`src/verilog/cluster_ctrl_pkg.sv`:
```
// constants shared by the logic cluster control generator
package cluster_ctrl_pkg;
  localparam int SLICE_COUNT = 8;
  localparam int HALF_COUNT = SLICE_COUNT / 2;
  localparam int LINE_COUNT = 3;
  localparam int SOURCE_COUNT = 2;
  localparam int ACLR_COUNT = 2;
  localparam int LINE_SEL_W = 2;
  localparam logic [1:0] LINE_NONE = 2'h3;
  localparam logic PRESET_VALUE = 1'h1;
  localparam logic CLEAR_VALUE = 1'h0;
  localparam logic EDGE_RISE = 1'h0;
  localparam logic EDGE_FALL = 1'h1;
endpackage

```
`src/verilog/logic_cluster.sv`:
```
// control generator, slice registers and shared arithmetic chain
`timescale 1ns/1ps
`default_nettype none
// Notes on behaviour
// - eight slices all take register controls from one shared generator
// - three clock lines and enables, two aclrs, sclr, aload, sload
// - at most two distinct source clocks; third line copies or inverts one
// - each clock line pairs with its own enable; slice follows both
// - rising and falling edge of one source consume two clock lines
// - enable low gates off its clock line: no edges reach registers
// - preset without inversion loads a one through the async load line
// - arithmetic chain can bypass half the slices, freeing that half
// - alternating columns bypass top half or bottom half
// - chain runs vertically from cluster to cluster through the column
module logic_cluster #(
  parameter bit BOTTOM_BYPASS_COLUMN = 1'b0
) (
  // clock and reset
  input wire logic clk,
  input wire logic reset_n,
  // source clocks from outside
  input wire logic [1:0] source_clock,
  // cluster clock line setup
  input wire logic [2:0] line_source_sel,
  input wire logic [2:0] line_edge_sel,
  input wire logic [2:0] cluster_clock_gate,
  // cluster wide controls
  input wire logic [1:0] async_clear,
  input wire logic async_load,
  input wire logic sync_clear,
  input wire logic sync_load,
  // per slice setup and data
  input wire logic [15:0] slice_line_sel,
  input wire logic [7:0] slice_clear_sel,
  input wire logic [7:0] slice_arith_mode,
  input wire logic [7:0] slice_data,
  input wire logic [7:0] slice_load_data,
  input wire logic [7:0] operand_a,
  input wire logic [7:0] operand_b,
  // arithmetic chain
  input wire logic half_bypass,
  input wire logic chain_in,
  output logic chain_out,
  // slice and clock line outputs
  output logic [7:0] slice_q,
  output logic [2:0] cluster_clock_tick
);

  // ************************************************************
  // source clock synchronisers
  // ************************************************************
  logic [1:0] sync1_reg;
  logic [1:0] sync2_reg;
  logic [1:0] sync3_reg;
  logic [1:0] level_reg;
  logic [1:0] level_next;
  logic [1:0] rise_ev;
  logic [1:0] fall_ev;
  logic [1:0] settled;

  assign settled = ~(sync2_reg ^ sync3_reg);
  assign level_next = (settled & sync3_reg) | (~settled & level_reg);
  assign rise_ev = level_next & ~level_reg;
  assign fall_ev = ~level_next & level_reg;

  always_ff @(posedge clk) begin
    if (!reset_n) begin
      sync1_reg <= 2'h0;
      sync2_reg <= 2'h0;
      sync3_reg <= 2'h0;
      level_reg <= 2'h0;
    end else begin
      sync1_reg <= source_clock;
      sync2_reg <= sync1_reg;
      sync3_reg <= sync2_reg;
      level_reg <= level_next;
    end
  end

  // ************************************************************
  // cluster clock lines
  // ************************************************************
  logic [2:0] line_edge;
  logic [2:0] line_tick;

  // only two sources exist, so three lines share them
  genvar l;
  generate
    for (l = 0; l < cluster_ctrl_pkg::LINE_COUNT; l++) begin : g_line
      // edge choice per line; both edges take two lines
      assign line_edge[l] = (line_edge_sel[l] == cluster_ctrl_pkg::EDGE_FALL)
        ? fall_ev[line_source_sel[l]] : rise_ev[line_source_sel[l]];
      // enable paired with its own line gates it off
      assign line_tick[l] = line_edge[l] & cluster_clock_gate[l];
    end
  endgenerate

  always_ff @(posedge clk) begin
    if (!reset_n) begin
      cluster_clock_tick <= 3'h0;
    end else begin
      cluster_clock_tick <= line_tick;
    end
  end

  // ************************************************************
  // shared arithmetic chain
  // ************************************************************
  logic [8:0] carry;
  logic [7:0] sum;
  logic [7:0] in_chain;

  function automatic logic slice_in_chain(input int idx, input logic byp);
    logic top;
    top = (idx >= cluster_ctrl_pkg::HALF_COUNT);
    if (!byp) begin
      slice_in_chain = 1'b1;
    end else if (BOTTOM_BYPASS_COLUMN) begin
      slice_in_chain = top;
    end else begin
      slice_in_chain = !top;
    end
  endfunction

  assign carry[0] = chain_in;
  // chain enters from the cluster below and leaves above
  assign chain_out = carry[cluster_ctrl_pkg::SLICE_COUNT];

  genvar s;
  generate
    for (s = 0; s < cluster_ctrl_pkg::SLICE_COUNT; s++) begin : g_chain
      // bypassed half passes the carry straight through
      assign in_chain[s] = slice_in_chain(s, half_bypass);
      assign sum[s] = in_chain[s]
        ? (operand_a[s] ^ operand_b[s] ^ carry[s])
        : (operand_a[s] ^ operand_b[s]);
      assign carry[s+1] = in_chain[s]
        ? ((operand_a[s] & operand_b[s]) | (carry[s] &
          (operand_a[s] ^ operand_b[s])))
        : carry[s];
    end
  endgenerate

  // ************************************************************
  // slice registers
  // ************************************************************
  logic [7:0] q_next;
  logic [7:0] slice_tick;
  logic [7:0] slice_aclr;

  // every slice draws from the one shared control set
  generate
    for (s = 0; s < cluster_ctrl_pkg::SLICE_COUNT; s++) begin : g_slice
      logic [1:0] sel;
      assign sel = slice_line_sel[cluster_ctrl_pkg::LINE_SEL_W*s +:
        cluster_ctrl_pkg::LINE_SEL_W];
      assign slice_tick[s] = (sel == cluster_ctrl_pkg::LINE_NONE)
        ? 1'b0 : line_tick[sel];
      assign slice_aclr[s] = async_clear[slice_clear_sel[s]];
      // aclr, then aload, then sync clear and load on edges
      assign q_next[s] = slice_aclr[s] ? cluster_ctrl_pkg::CLEAR_VALUE
        : async_load ? cluster_ctrl_pkg::PRESET_VALUE
        : !slice_tick[s] ? slice_q[s]
        : sync_clear ? cluster_ctrl_pkg::CLEAR_VALUE
        : sync_load ? slice_load_data[s]
        : slice_arith_mode[s] ? sum[s] : slice_data[s];

    end
  endgenerate

  always_ff @(posedge clk) begin
    if (!reset_n) begin
      slice_q <= 8'h00;
    end else begin
      slice_q <= q_next;
    end
  end

  // ************************************************************
  // checks on lines and chain
  // ************************************************************
  generate
    for (l = 0; l < cluster_ctrl_pkg::LINE_COUNT; l++) begin : g_chk

    end
  endgenerate
endmodule // logic_cluster
`default_nettype wire

```
`config.mk`:
```
export PLATFORM = sky130hd
export DESIGN_NAME = logic_cluster
export DESIGN_NICKNAME = d
export VERILOG_FILES = /design/src/verilog/cluster_ctrl_pkg.sv /design/src/verilog/logic_cluster.sv
export SDC_FILE = /design/constraint.sdc
export NUM_CORES = 1
export LEC_CHECK = 0
export BUFFER_PORTS_ARGS = -buffer_cell sky130_fd_sc_hd__buf_4
export CORE_UTILIZATION = 27
export CTS_BUF_LIST = sky130_fd_sc_hd__clkbuf_4
export DETAILED_ROUTE_END_ITERATION = 10
export GPL_TIMING_DRIVEN = 0
export PLACE_DENSITY = 0.51
export SYNTH_ARGS = -nofsm -noshare
export SYNTH_HDL_FRONTEND = slang
export SYNTH_SLANG_ARGS = --single-unit
```
`constraint.sdc`:
```
create_clock -name clk -period 5.3 [get_ports clk]
set_clock_uncertainty 0.15 [all_clocks]
set_input_delay 1.06 -clock clk [delete_from_list [all_inputs] [get_ports clk]]
set_output_delay 1.06 -clock clk [all_outputs]
set_load 0.01 [all_outputs]
```
==> run_results.csv, run 1 <==
group,metric,value,unit
setup_path,crit_path_start_kind,"input port",
setup_path,critPathLaunch,"operand_a[0]",
cells_and_area,regMostFlops,"slice_q",
grt,antenna_found_initial,0,
synthesis,synthTopCellsByArea,"dfxtp_1 (20%), fa_1 (8.4%), mux2i_1 (8.4%)",
drt,drt-vias-per-instance,4.81,
status,violations,"setup timing",
setup_path,cpPeakStageDelay,0.38,ns
placement,placed_area,2730,µm²
status,outcome,"complete, but fails checks",
clock_tree,clk_latency,0.31,ns
clock_tree,path_clk_slew,0.13,ns
setup_path,critical_path.cell_chain,"buf_6 -> fa_2 -> fa_2 -> inv_2 -> fa_2 -> fa_2 -> fa_2 -> inv_2 -> o21ai_2 -> fa_2 -> inv_2 -> o21ai_2 -> fa_2 -> inv_2 -> o21ai_2 -> fa_2 -> mux2i_2 -> buf_4",
placement,hpwl,4730,µm
pwr,vdd_drop_max,0.0656,mV
synthesis,syn_nets,328,
cells_and_area,finalNetCount,425,
placement,place_ws,-0.374,ns
cells_and_area,drive_above_1_share,38.7,%
synthesis,synth_cells,232,
setup_path,worst_setup_path_end_kind,"output port",
synthesis,synth_cell_types,44,
grt,grt_max_degree,12,
drt,wl_per_cell,13.5,µm
synthesis,synth-seq-cells,19,
cells_and_area,area_growth_syn_to_layout,46.3,%
synthesis,synthFlopType,"dfxtp_1",
hold_path,hold_path_class,"reg -> reg",
clock_tree,cts_buffer_depth,2,
timing,hold_viol_final,0,
synthesis,yosysWarnings,0,
clock_tree,cts-root-buf,"clkbuf_4",
synthesis,synth_commonest_cells,"inv_1 (28), dfxtp_1 (19), mux2i_1 (16)",
die,die_x,86.1,µm
setup_path,r2r-end,"slice_q[7]",
cells_and_area,largest_register_ffs,8,
die,dieArea,7420,µm²
timing,worst_slack,-0.177,ns
cells_and_area,final_area,2800,µm²
timing,max_freq,183,MHz
synthesis,syn-mean-instance-area,8.24,µm²
timing,setup_viol,1,
timing,final.setup.tns,-0.177,ns
timing,fin_crit,5.48,ns
drt,drtPass1Iterations,4,
pwr,p_per_area,135,nW/µm²
setup_path,r2r.worst_path.cells,5,
setup_path,critPathKind,"in -> out",
pwr,p_leak,0.00124,µW
drt,ant_nets,0,
clock_tree,numCtsBuffers,3,
clock_tree,hold_buffers,0,
timing,finalMaxSlewViolations,0,
timing,rsz0062_at_grt,"yes",
setup_path,r2r_slack,3.15,ns
synthesis,asyncSetResetFlopFracSynth,0,%
synthesis,synth.largest_area_cell,"dfxtp_1",
grt,grt_pass1_vias,2034,
synthesis,yosysTopAreaCellShare,19.9,%
setup_path,cp.required,4.09,ns
setup_path,critPathSlowestCell,"fa_2",
drt,drc,0,
placement,gp_congestion,0.737,
setup_path,worst_path_most_repeated_cell,"fa_2",
synthesis,ys_seq_area_share,19.9,%
drt,drt-total-wl,5720,µm
cells_and_area,multi_input_area,1420,µm²
synthesis,synth-edff-count,0,
die,die_y,86.1,µm
synthesis,yosysMostFrequentCell,"inv_1",
grt,grt_overflow,0,
placement,dp_cells,419,
die,ios,96,
synthesis,syn_area,1910,µm²
drt,drtIter0Drc,28,
cells_and_area,top_regs,"slice_q x8, cluster_clock_tick x3",
clock_tree,cts_tree,"yes",
grt,grt_usage,15.7,%
cells_and_area,seq_area,380,µm²
grt,grt_pass1_wl,9200,µm
clock_tree,h-tree-depth,1,
cells_and_area,fillers,760,
setup_path,r2r-start,"sync3_reg[1]",
timing,whs,0.299,ns
setup_path,worst-endpoint-arrival,4.27,ns
drt,num_vias,2038,
setup_path,endpoint,"chain_out",
timing,tightest_slew,0.547,ns
setup_path,cp_max_fo,2,
clock_tree,cts.sinks,19,
timing,max-slew-margin-rel,63.5,%
job,maxCapViolCount,0,
die,core,6830,µm²
placement,port_buffers,91,
cells_and_area,antenna_cells,0,
die,initial_core_util,28.0,%
die,rows,30,
timing,min_period_over_period,103,%
cells_and_area,final_cell_count_no_fill,424,
[placed cells by master (no fill, tap or decap), types with 7 or more instances in the layout]
master    instances
buf_4            89
nand2_1          10
mux2i_1          15
nor2_1           10
clkbuf_1          7
inv_1            24
a21oi_1          11
nand2b_1          9
and2_1           12
fa_2              8
o21ai_0          12
dfxtp_1          19
[routing by layer]
metal	routed length (µm)	up-vias	track usage, %
li1	-	1044	-
met1	2580	937	19.7
met2	2850	53	28.0
met3	237	4	2.79
met4	51	0	3.03
met5	0	-	0
[repair_timing]
action                                  CTS  global route
gates resized for setup                  15             0
pin swaps                                 4             3
setup buffers                             1             0
endpoints found under the setup margin    1             1
[how the worst min path moves through the flow]
stage / slack, ns / from / end / depth (start not counted)
2_1_floorplan: 0.26 / sync1_reg[0] / sync2_reg[0] / 1
3_3_place_gp: 0.27 / sync1_reg[1] / sync2_reg[1] / 1
3_5_place_dp: 0.27 / sync1_reg[1] / sync2_reg[1] / 1
4_1_cts: 0.31 / sync1_reg[0] / sync2_reg[0] / 1
5_1_grt: 0.33 / sync1_reg[0] / sync2_reg[0] / 1
6_report: 0.30 / sync1_reg[1] / sync2_reg[1] / 1
[through the flow]
step / total power [µW] / utilization (%)
2_1_floorplan: 218 / -
5_1_grt: 404 / 40.9
4_1_cts: 382 / 40.9
3_5_place_dp: 295 / 40.0
3_3_place_gp: 294 / 40.0
6_report: 376 / 40.9
[worst max-delay path, delay by kind of cell]
family                     cells  cell delay, ns
buffers and inverters          6            0.43
AOI/OAI and AO/OA              3            0.16
adders and majority gates      8            2.48
muxes                          1            0.14
[cell families after synthesis]
logic type / after synthesis / share of synthesized area (%)
simple gates: 75 / 25.1
flops: 19 / 19.9
compound gates: 74 / 28.2
mux: 16 / 8.38
fa+ha+maj: 12 / 11.0
buf+inv: 36 / 7.47
[layout make-up]
type / count / area share [%]
plain buffers: 8 / 1.34
clock inverters: 1 / 0.179
multi-input cells: 177 / 50.9
well taps: 96 / 4.30
flip-flops and latches: 19 / 13.6
clock buffers: 3 / 0.806
inverters: 28 / 3.76
repair buffers: 92 / 25.1
[power breakdown]
group / switching, µW / leakage, µW / internal, µW
Sequential: 3.89 / 0.000156 / 148
Clock: 52.3 / 0.0000177 / 28.2
Combinational: 62.9 / 0.00107 / 80.8
Power figures use the tool's default switching activity.
==> run 2, diff against run 1 <==
PLACE_DENSITY = 0.49   (was 0.51)
clock period = 5.99 ns   (was 5.3 ns; I/O delays follow)
==> run_results.csv, run 2 (same netlist as run 1, synthesis figures left out) <==
group,metric,value,unit
status,outcome,"finished clean",
clock_tree,cts-root-buf,"clkbuf_4",
die,dieArea,7420,µm²
grt,grt_usage,15.7,%
setup_path,crit_path_start_kind,"input port",
grt,antenna_found_initial,0,
cells_and_area,drive_above_1_share,36.5,%
die,core,6830,µm²
cells_and_area,final_cell_count_no_fill,425,
hold_path,hold_path_class,"reg -> reg",
setup_path,worst_setup_path_end_kind,"output port",
placement,hpwl,4810,µm
timing,whs,0.297,ns
timing,min_period_over_period,96.3,%
cells_and_area,final_common_cell,"buf_4",
placement,gp_congestion,0.787,
die,die_y,86.1,µm
die,rows,30,
clock_tree,path_clk_slew,0.12,ns
timing,max_freq,173,MHz
drt,drt-total-wl,5850,µm
die,initial_core_util,28.0,%
hold_path,min_path_cells,1,
grt,grt_pass1_wl,9180,µm
timing,hold_viol_final,0,
drt,num_vias,2101,
timing,setup_viol,0,
drt,wl_per_cell,13.8,µm
cells_and_area,antenna_cells,0,
clock_tree,clk_latency,0.31,ns
clock_tree,cts.sinks,19,
grt,grt_overflow,0,
clock_tree,cts_tree,"yes",
cells_and_area,final_cell_mix,"buf_4 (93), inv_1 (27), dfxtp_1 (19)",
die,die_x,86.1,µm
placement,port_buffers,91,
timing,max-slew-margin-rel,67.4,%
clock_tree,cts_buffer_depth,2,
job,maxCapViolCount,0,
setup_path,r2r.worst_path.cells,5,
cells_and_area,seq_area,380,µm²
timing,final.setup.tns,0,ns
timing,tightest_slew,0.489,ns
pwr,vdd_drop_max,0.0622,mV
pwr,p_per_area,118,nW/µm²
grt,grt_max_degree,12,
setup_path,cp.required,4.64,ns
timing,rsz0062_at_grt,"no",
timing,finalMaxSlewViolations,0,
cells_and_area,multi_input_area,1410,µm²
grt,grt_pass1_vias,2024,
clock_tree,numCtsBuffers,3,
clock_tree,hold_buffers,0,
drt,drt-vias-per-instance,4.94,
setup_path,cp_max_fo,3,
drt,drtIter0Drc,50,
cells_and_area,regMostFlops,"slice_q",
pwr,p_leak,0.00124,µW
placement,dp_cells,419,
timing,fin_crit,5.77,ns
cells_and_area,top_regs,"slice_q x8, cluster_clock_tick x3",
cells_and_area,fillers,748,
setup_path,critPathKind,"in -> out",
die,ios,96,
cells_and_area,finalNetCount,426,
clock_tree,h-tree-depth,1,
cells_and_area,largest_register_ffs,8,
drt,drc,0,
drt,drtPass1Iterations,4,
drt,ant_nets,0,
cells_and_area,area_growth_syn_to_layout,45.3,%
setup_path,worst-endpoint-arrival,4.42,ns
## run 2: area by class of cell
type | count | area share [%]
Buffer | 8 | 1.35
Clock buffer | 3 | 0.812
Clock inverter | 1 | 0.180
Inverter | 28 | 3.79
Multi-Input combinational cell | 177 | 50.7
Sequential cell | 19 | 13.7
Tap cell | 96 | 4.33
Timing Repair Buffer | 93 | 25.2
## run 2: worst max-delay path, cell delays in order
cell and delay, ns:
buf_4 0.09, fa_1 0.17, fa_1 0.16, inv_1 0.05, fa_2 0.33, fa_2 0.36
buf_4 0.14, buf_4 0.13, nand2_1 0.09, o21ai_1 0.11, fa_2 0.37, inv_2 0.06
o21ai_2 0.05, fa_2 0.35, inv_1 0.06, o21ai_1 0.08, fa_2 0.36, mux2i_1 0.13
buf_4 0.14
## run 2: per-stage QoR
stage	utilization (%)	setup WS [ns]	power (µW)	area, µm²
6_report	40.6	0.219	329	2780
4_1_cts	40.3	0.0254	333	2750
3_3_place_gp	39.7	-0.0957	258	2710
5_1_grt	40.6	0.00892	354	2780
3_5_place_dp	39.7	-0.0735	259	2710
2_1_floorplan	-	0.241	191	1910
## run 2: repair_timing
item,4_1_cts,5_1_grt
endpoints found under the hold margin,0,0
pin swaps,1,4
gates resized for setup,2,9
setup endpoints to repair,1,1
setup buffers,1,1
## run 2: path summary, 6_finish.rpt
path | from | slack, ns | end
worst max-delay path | operand_a[0] | 0.22 | chain_out
worst max register to register | sync2_reg[1] | 3.80 | slice_q[4]
worst min-delay path | sync1_reg[0] | 0.30 | sync2_reg[0]
worst min register to register | sync1_reg[0] | 0.30 | sync2_reg[0]
## run 2: where the power goes
part	switching, µW	internal (µW)
Clock	44.2	25.0
Combinational	55.2	69.9
Sequential	3.24	131
## run 2: layer usage
layer  up-vias  global-route usage (%)  share of wire [%]
met3         2                    3.56                5.5
met5         -                       0                  0
met2        58                    28.6                 51
met4         0                    2.88               0.39
met1       995                    19.0                 43
li1       1046                       -                  -
==> run 3, diff against run 2 <==
==> constraint.sdc (replaced) <==
create_clock -name clk -period 5.99 [get_ports clk]
set_clock_uncertainty 0.15 [all_clocks]
set_input_delay 0 -clock clk [delete_from_list [all_inputs] [get_ports clk]]
set_output_delay 0 -clock clk [all_outputs]
set_load 0.01 [all_outputs]
==> run_results.csv, run 3 (same netlist as run 1, synthesis figures left out) <==
group,metric,value,unit
status,outcome,"finished clean",
clock_tree,numCtsBuffers,3,
cells_and_area,top_regs,"slice_q x8, cluster_clock_tick x3",
placement,gp_congestion,0.787,
drt,drtPass1Iterations,4,
cells_and_area,largest_register_ffs,8,
pwr,vdd_drop_max,0.0597,mV
die,rows,30,
timing,final.setup.tns,0,ns
die,core,6830,µm²
grt,grt_pass1_wl,9460,µm
timing,max_freq,223,MHz
setup_path,worst_setup_path_end_kind,"flip-flop",
setup_path,cp_max_fo,3,
clock_tree,h-tree-depth,1,
clock_tree,path_clk_slew,0.12,ns
timing,rsz0062_at_grt,"no",
die,dieArea,7420,µm²
setup_path,crit_path_start_kind,"input port",
cells_and_area,drive_above_1_share,31.1,%
setup_path,critPathLaunch,"operand_a[0]",
clock_tree,post_cts_buffers,0,
hold_path,hold_path_class,"in -> reg",
cells_and_area,regMostFlops,"slice_q",
clock_tree,cts.sinks,19,
die,die_x,86.1,µm
clock_tree,clk_latency,0.31,ns
grt,antenna_found_initial,0,
cells_and_area,final_common_cell,"buf_4",
timing,tightest_slew,0.494,ns
drt,drt-total-wl,5980,µm
timing,max-slew-margin-rel,67.0,%
timing,finalMaxSlewViolations,0,
pwr,p_leak,0.00136,µW
clock_tree,cts_buffer_depth,2,
clock_tree,cts_tree,"yes",
grt,grt_usage,16.2,%
setup_path,r2r.worst_path.cells,7,
drt,drc,0,
setup_path,r2r-end,"slice_q[4]",
job,maxCapViolCount,0,
grt,grt_max_degree,12,
timing,min_period_over_period,74.8,%
placement,dp_cells,419,
cells_and_area,final_cell_mix,"buf_4 (91), inv_1 (28), dlygate4sd3_1 (27)",
die,initial_core_util,28.0,%
drt,ant_nets,0,
setup_path,worst-endpoint-arrival,4.60,ns
drt,num_vias,2170,
die,ios,96,
grt,grt_pass1_vias,2113,
drt,drtIter0Drc,58,
setup_path,endpoint,"slice_q[7]",
placement,hpwl,4810,µm
pwr,p_per_area,112,nW/µm²
grt,grt_overflow,0,
drt,drt-vias-per-instance,4.82,
setup_path,r2r-start,"sync2_reg[1]",
cells_and_area,final_cell_count_no_fill,450,
timing,hold_viol_final,0,
timing,setup_viol,0,
clock_tree,cts-root-buf,"clkbuf_4",
drt,wl_per_cell,13.3,µm
die,die_y,86.1,µm
pwr,finalPower,336,µW
timing,fin_crit,4.48,ns
cells_and_area,area_growth_syn_to_layout,57.6,%
cells_and_area,antenna_cells,0,
setup_path,cp.required,6.10,ns
cells_and_area,finalNetCount,451,
placement,port_buffers,91,
setup_path,critPathKind,"in -> reg",
setup_path,r2r_slack,2.78,ns
==> run 3: cell count changes in the layout (fill, tap and decap cells not counted), sizes merged <==
cell / before / now
buf: 94 / 92
dlygate4sd3: 0 / 27
==> run 3: critical path, stage by stage <==
cell           delay (ns)
buf_4                0.09
fa_1                 0.17
fa_1                 0.16
inv_1                0.04
fa_1                 0.37
fa_1                 0.44
fa_1                 0.38
inv_1                0.06
o21ai_0              0.09
fa_1                 0.37
inv_1                0.05
o21ai_0              0.09
fa_1                 0.37
inv_1                0.06
o21ai_0              0.10
fa_1                 0.44
nor2_1               0.12
o21ai_0              0.09
a221oi_1             0.30
o21ai_0              0.13
mux2i_1              0.12
dlygate4sd3_1        0.55
==> run 3: power breakdown <==
| group | internal [µW] | switching [µW] | total, µW |
|---|---|---|---|
| Combinational | 76.3 | 55.6 | 132 |
| Clock | 25.0 | 44.7 | 69.6 |
| Sequential | 131 | 3.26 | 134 |
| Total | 232 | 104 | 336 |
==> run 3: routing by layer <==
layer	GRT usage, %	wire length [µm]	vias to the layer above
li1	-	-	1100
met5	0	0	-
met2	29.4	2980	49
met1	19.8	2670	1019
met4	2.58	26	0
met3	3.46	300	2
==> run 3: how the worst min path moves through the flow <==
stage | startpoint | end | slack, ns | depth (start not counted)
finish | line_source_sel[0] | cluster_clock_tick[0] | 0.03 | 4
detailed placement | source_clock[1] | sync1_reg[1] | 0.06 | 2
CTS | line_source_sel[0] | cluster_clock_tick[0] | 0.006 | 4
floorplan | source_clock[0] | sync1_reg[0] | -0.02 | 1
global route | line_source_sel[0] | cluster_clock_tick[0] | 0.04 | 4
global placement | source_clock[1] | sync1_reg[1] | 0.06 | 2
==> run 3: final cells by class <==
class	instances	area, µm²
buffer	8	37.5
clock buffer	3	22.5
clock inverter	1	5.00
fill	739	3820
inverter	28	105
multi-input combinational	177	1390
sequential	19	380
tap	96	120
timing repair buffer	118	953
==> run 3: stage by stage <==
step / hold slack [ns] / cell area [µm²] / util (%) / setup WS, ns
after floorplan: -0.0227 / 1910 / - / 2.14
after global placement: 0.0599 / 2710 / 39.7 / 1.69
after detailed placement: 0.0630 / 2710 / 39.7 / 1.68
after CTS: 0.00598 / 3010 / 44.1 / 1.48
after global routing: 0.0428 / 3010 / 44.1 / 1.13
final: 0.0269 / 3010 / 44.1 / 1.51
==> run 3: what timing repair did <==
| action | 4_1_cts | 5_1_grt |
|---|---|---|
| endpoints found under the hold margin | 15 | 0 |
| hold buffers | 27 | 0 |
| resized for setup | 0 | 0 |
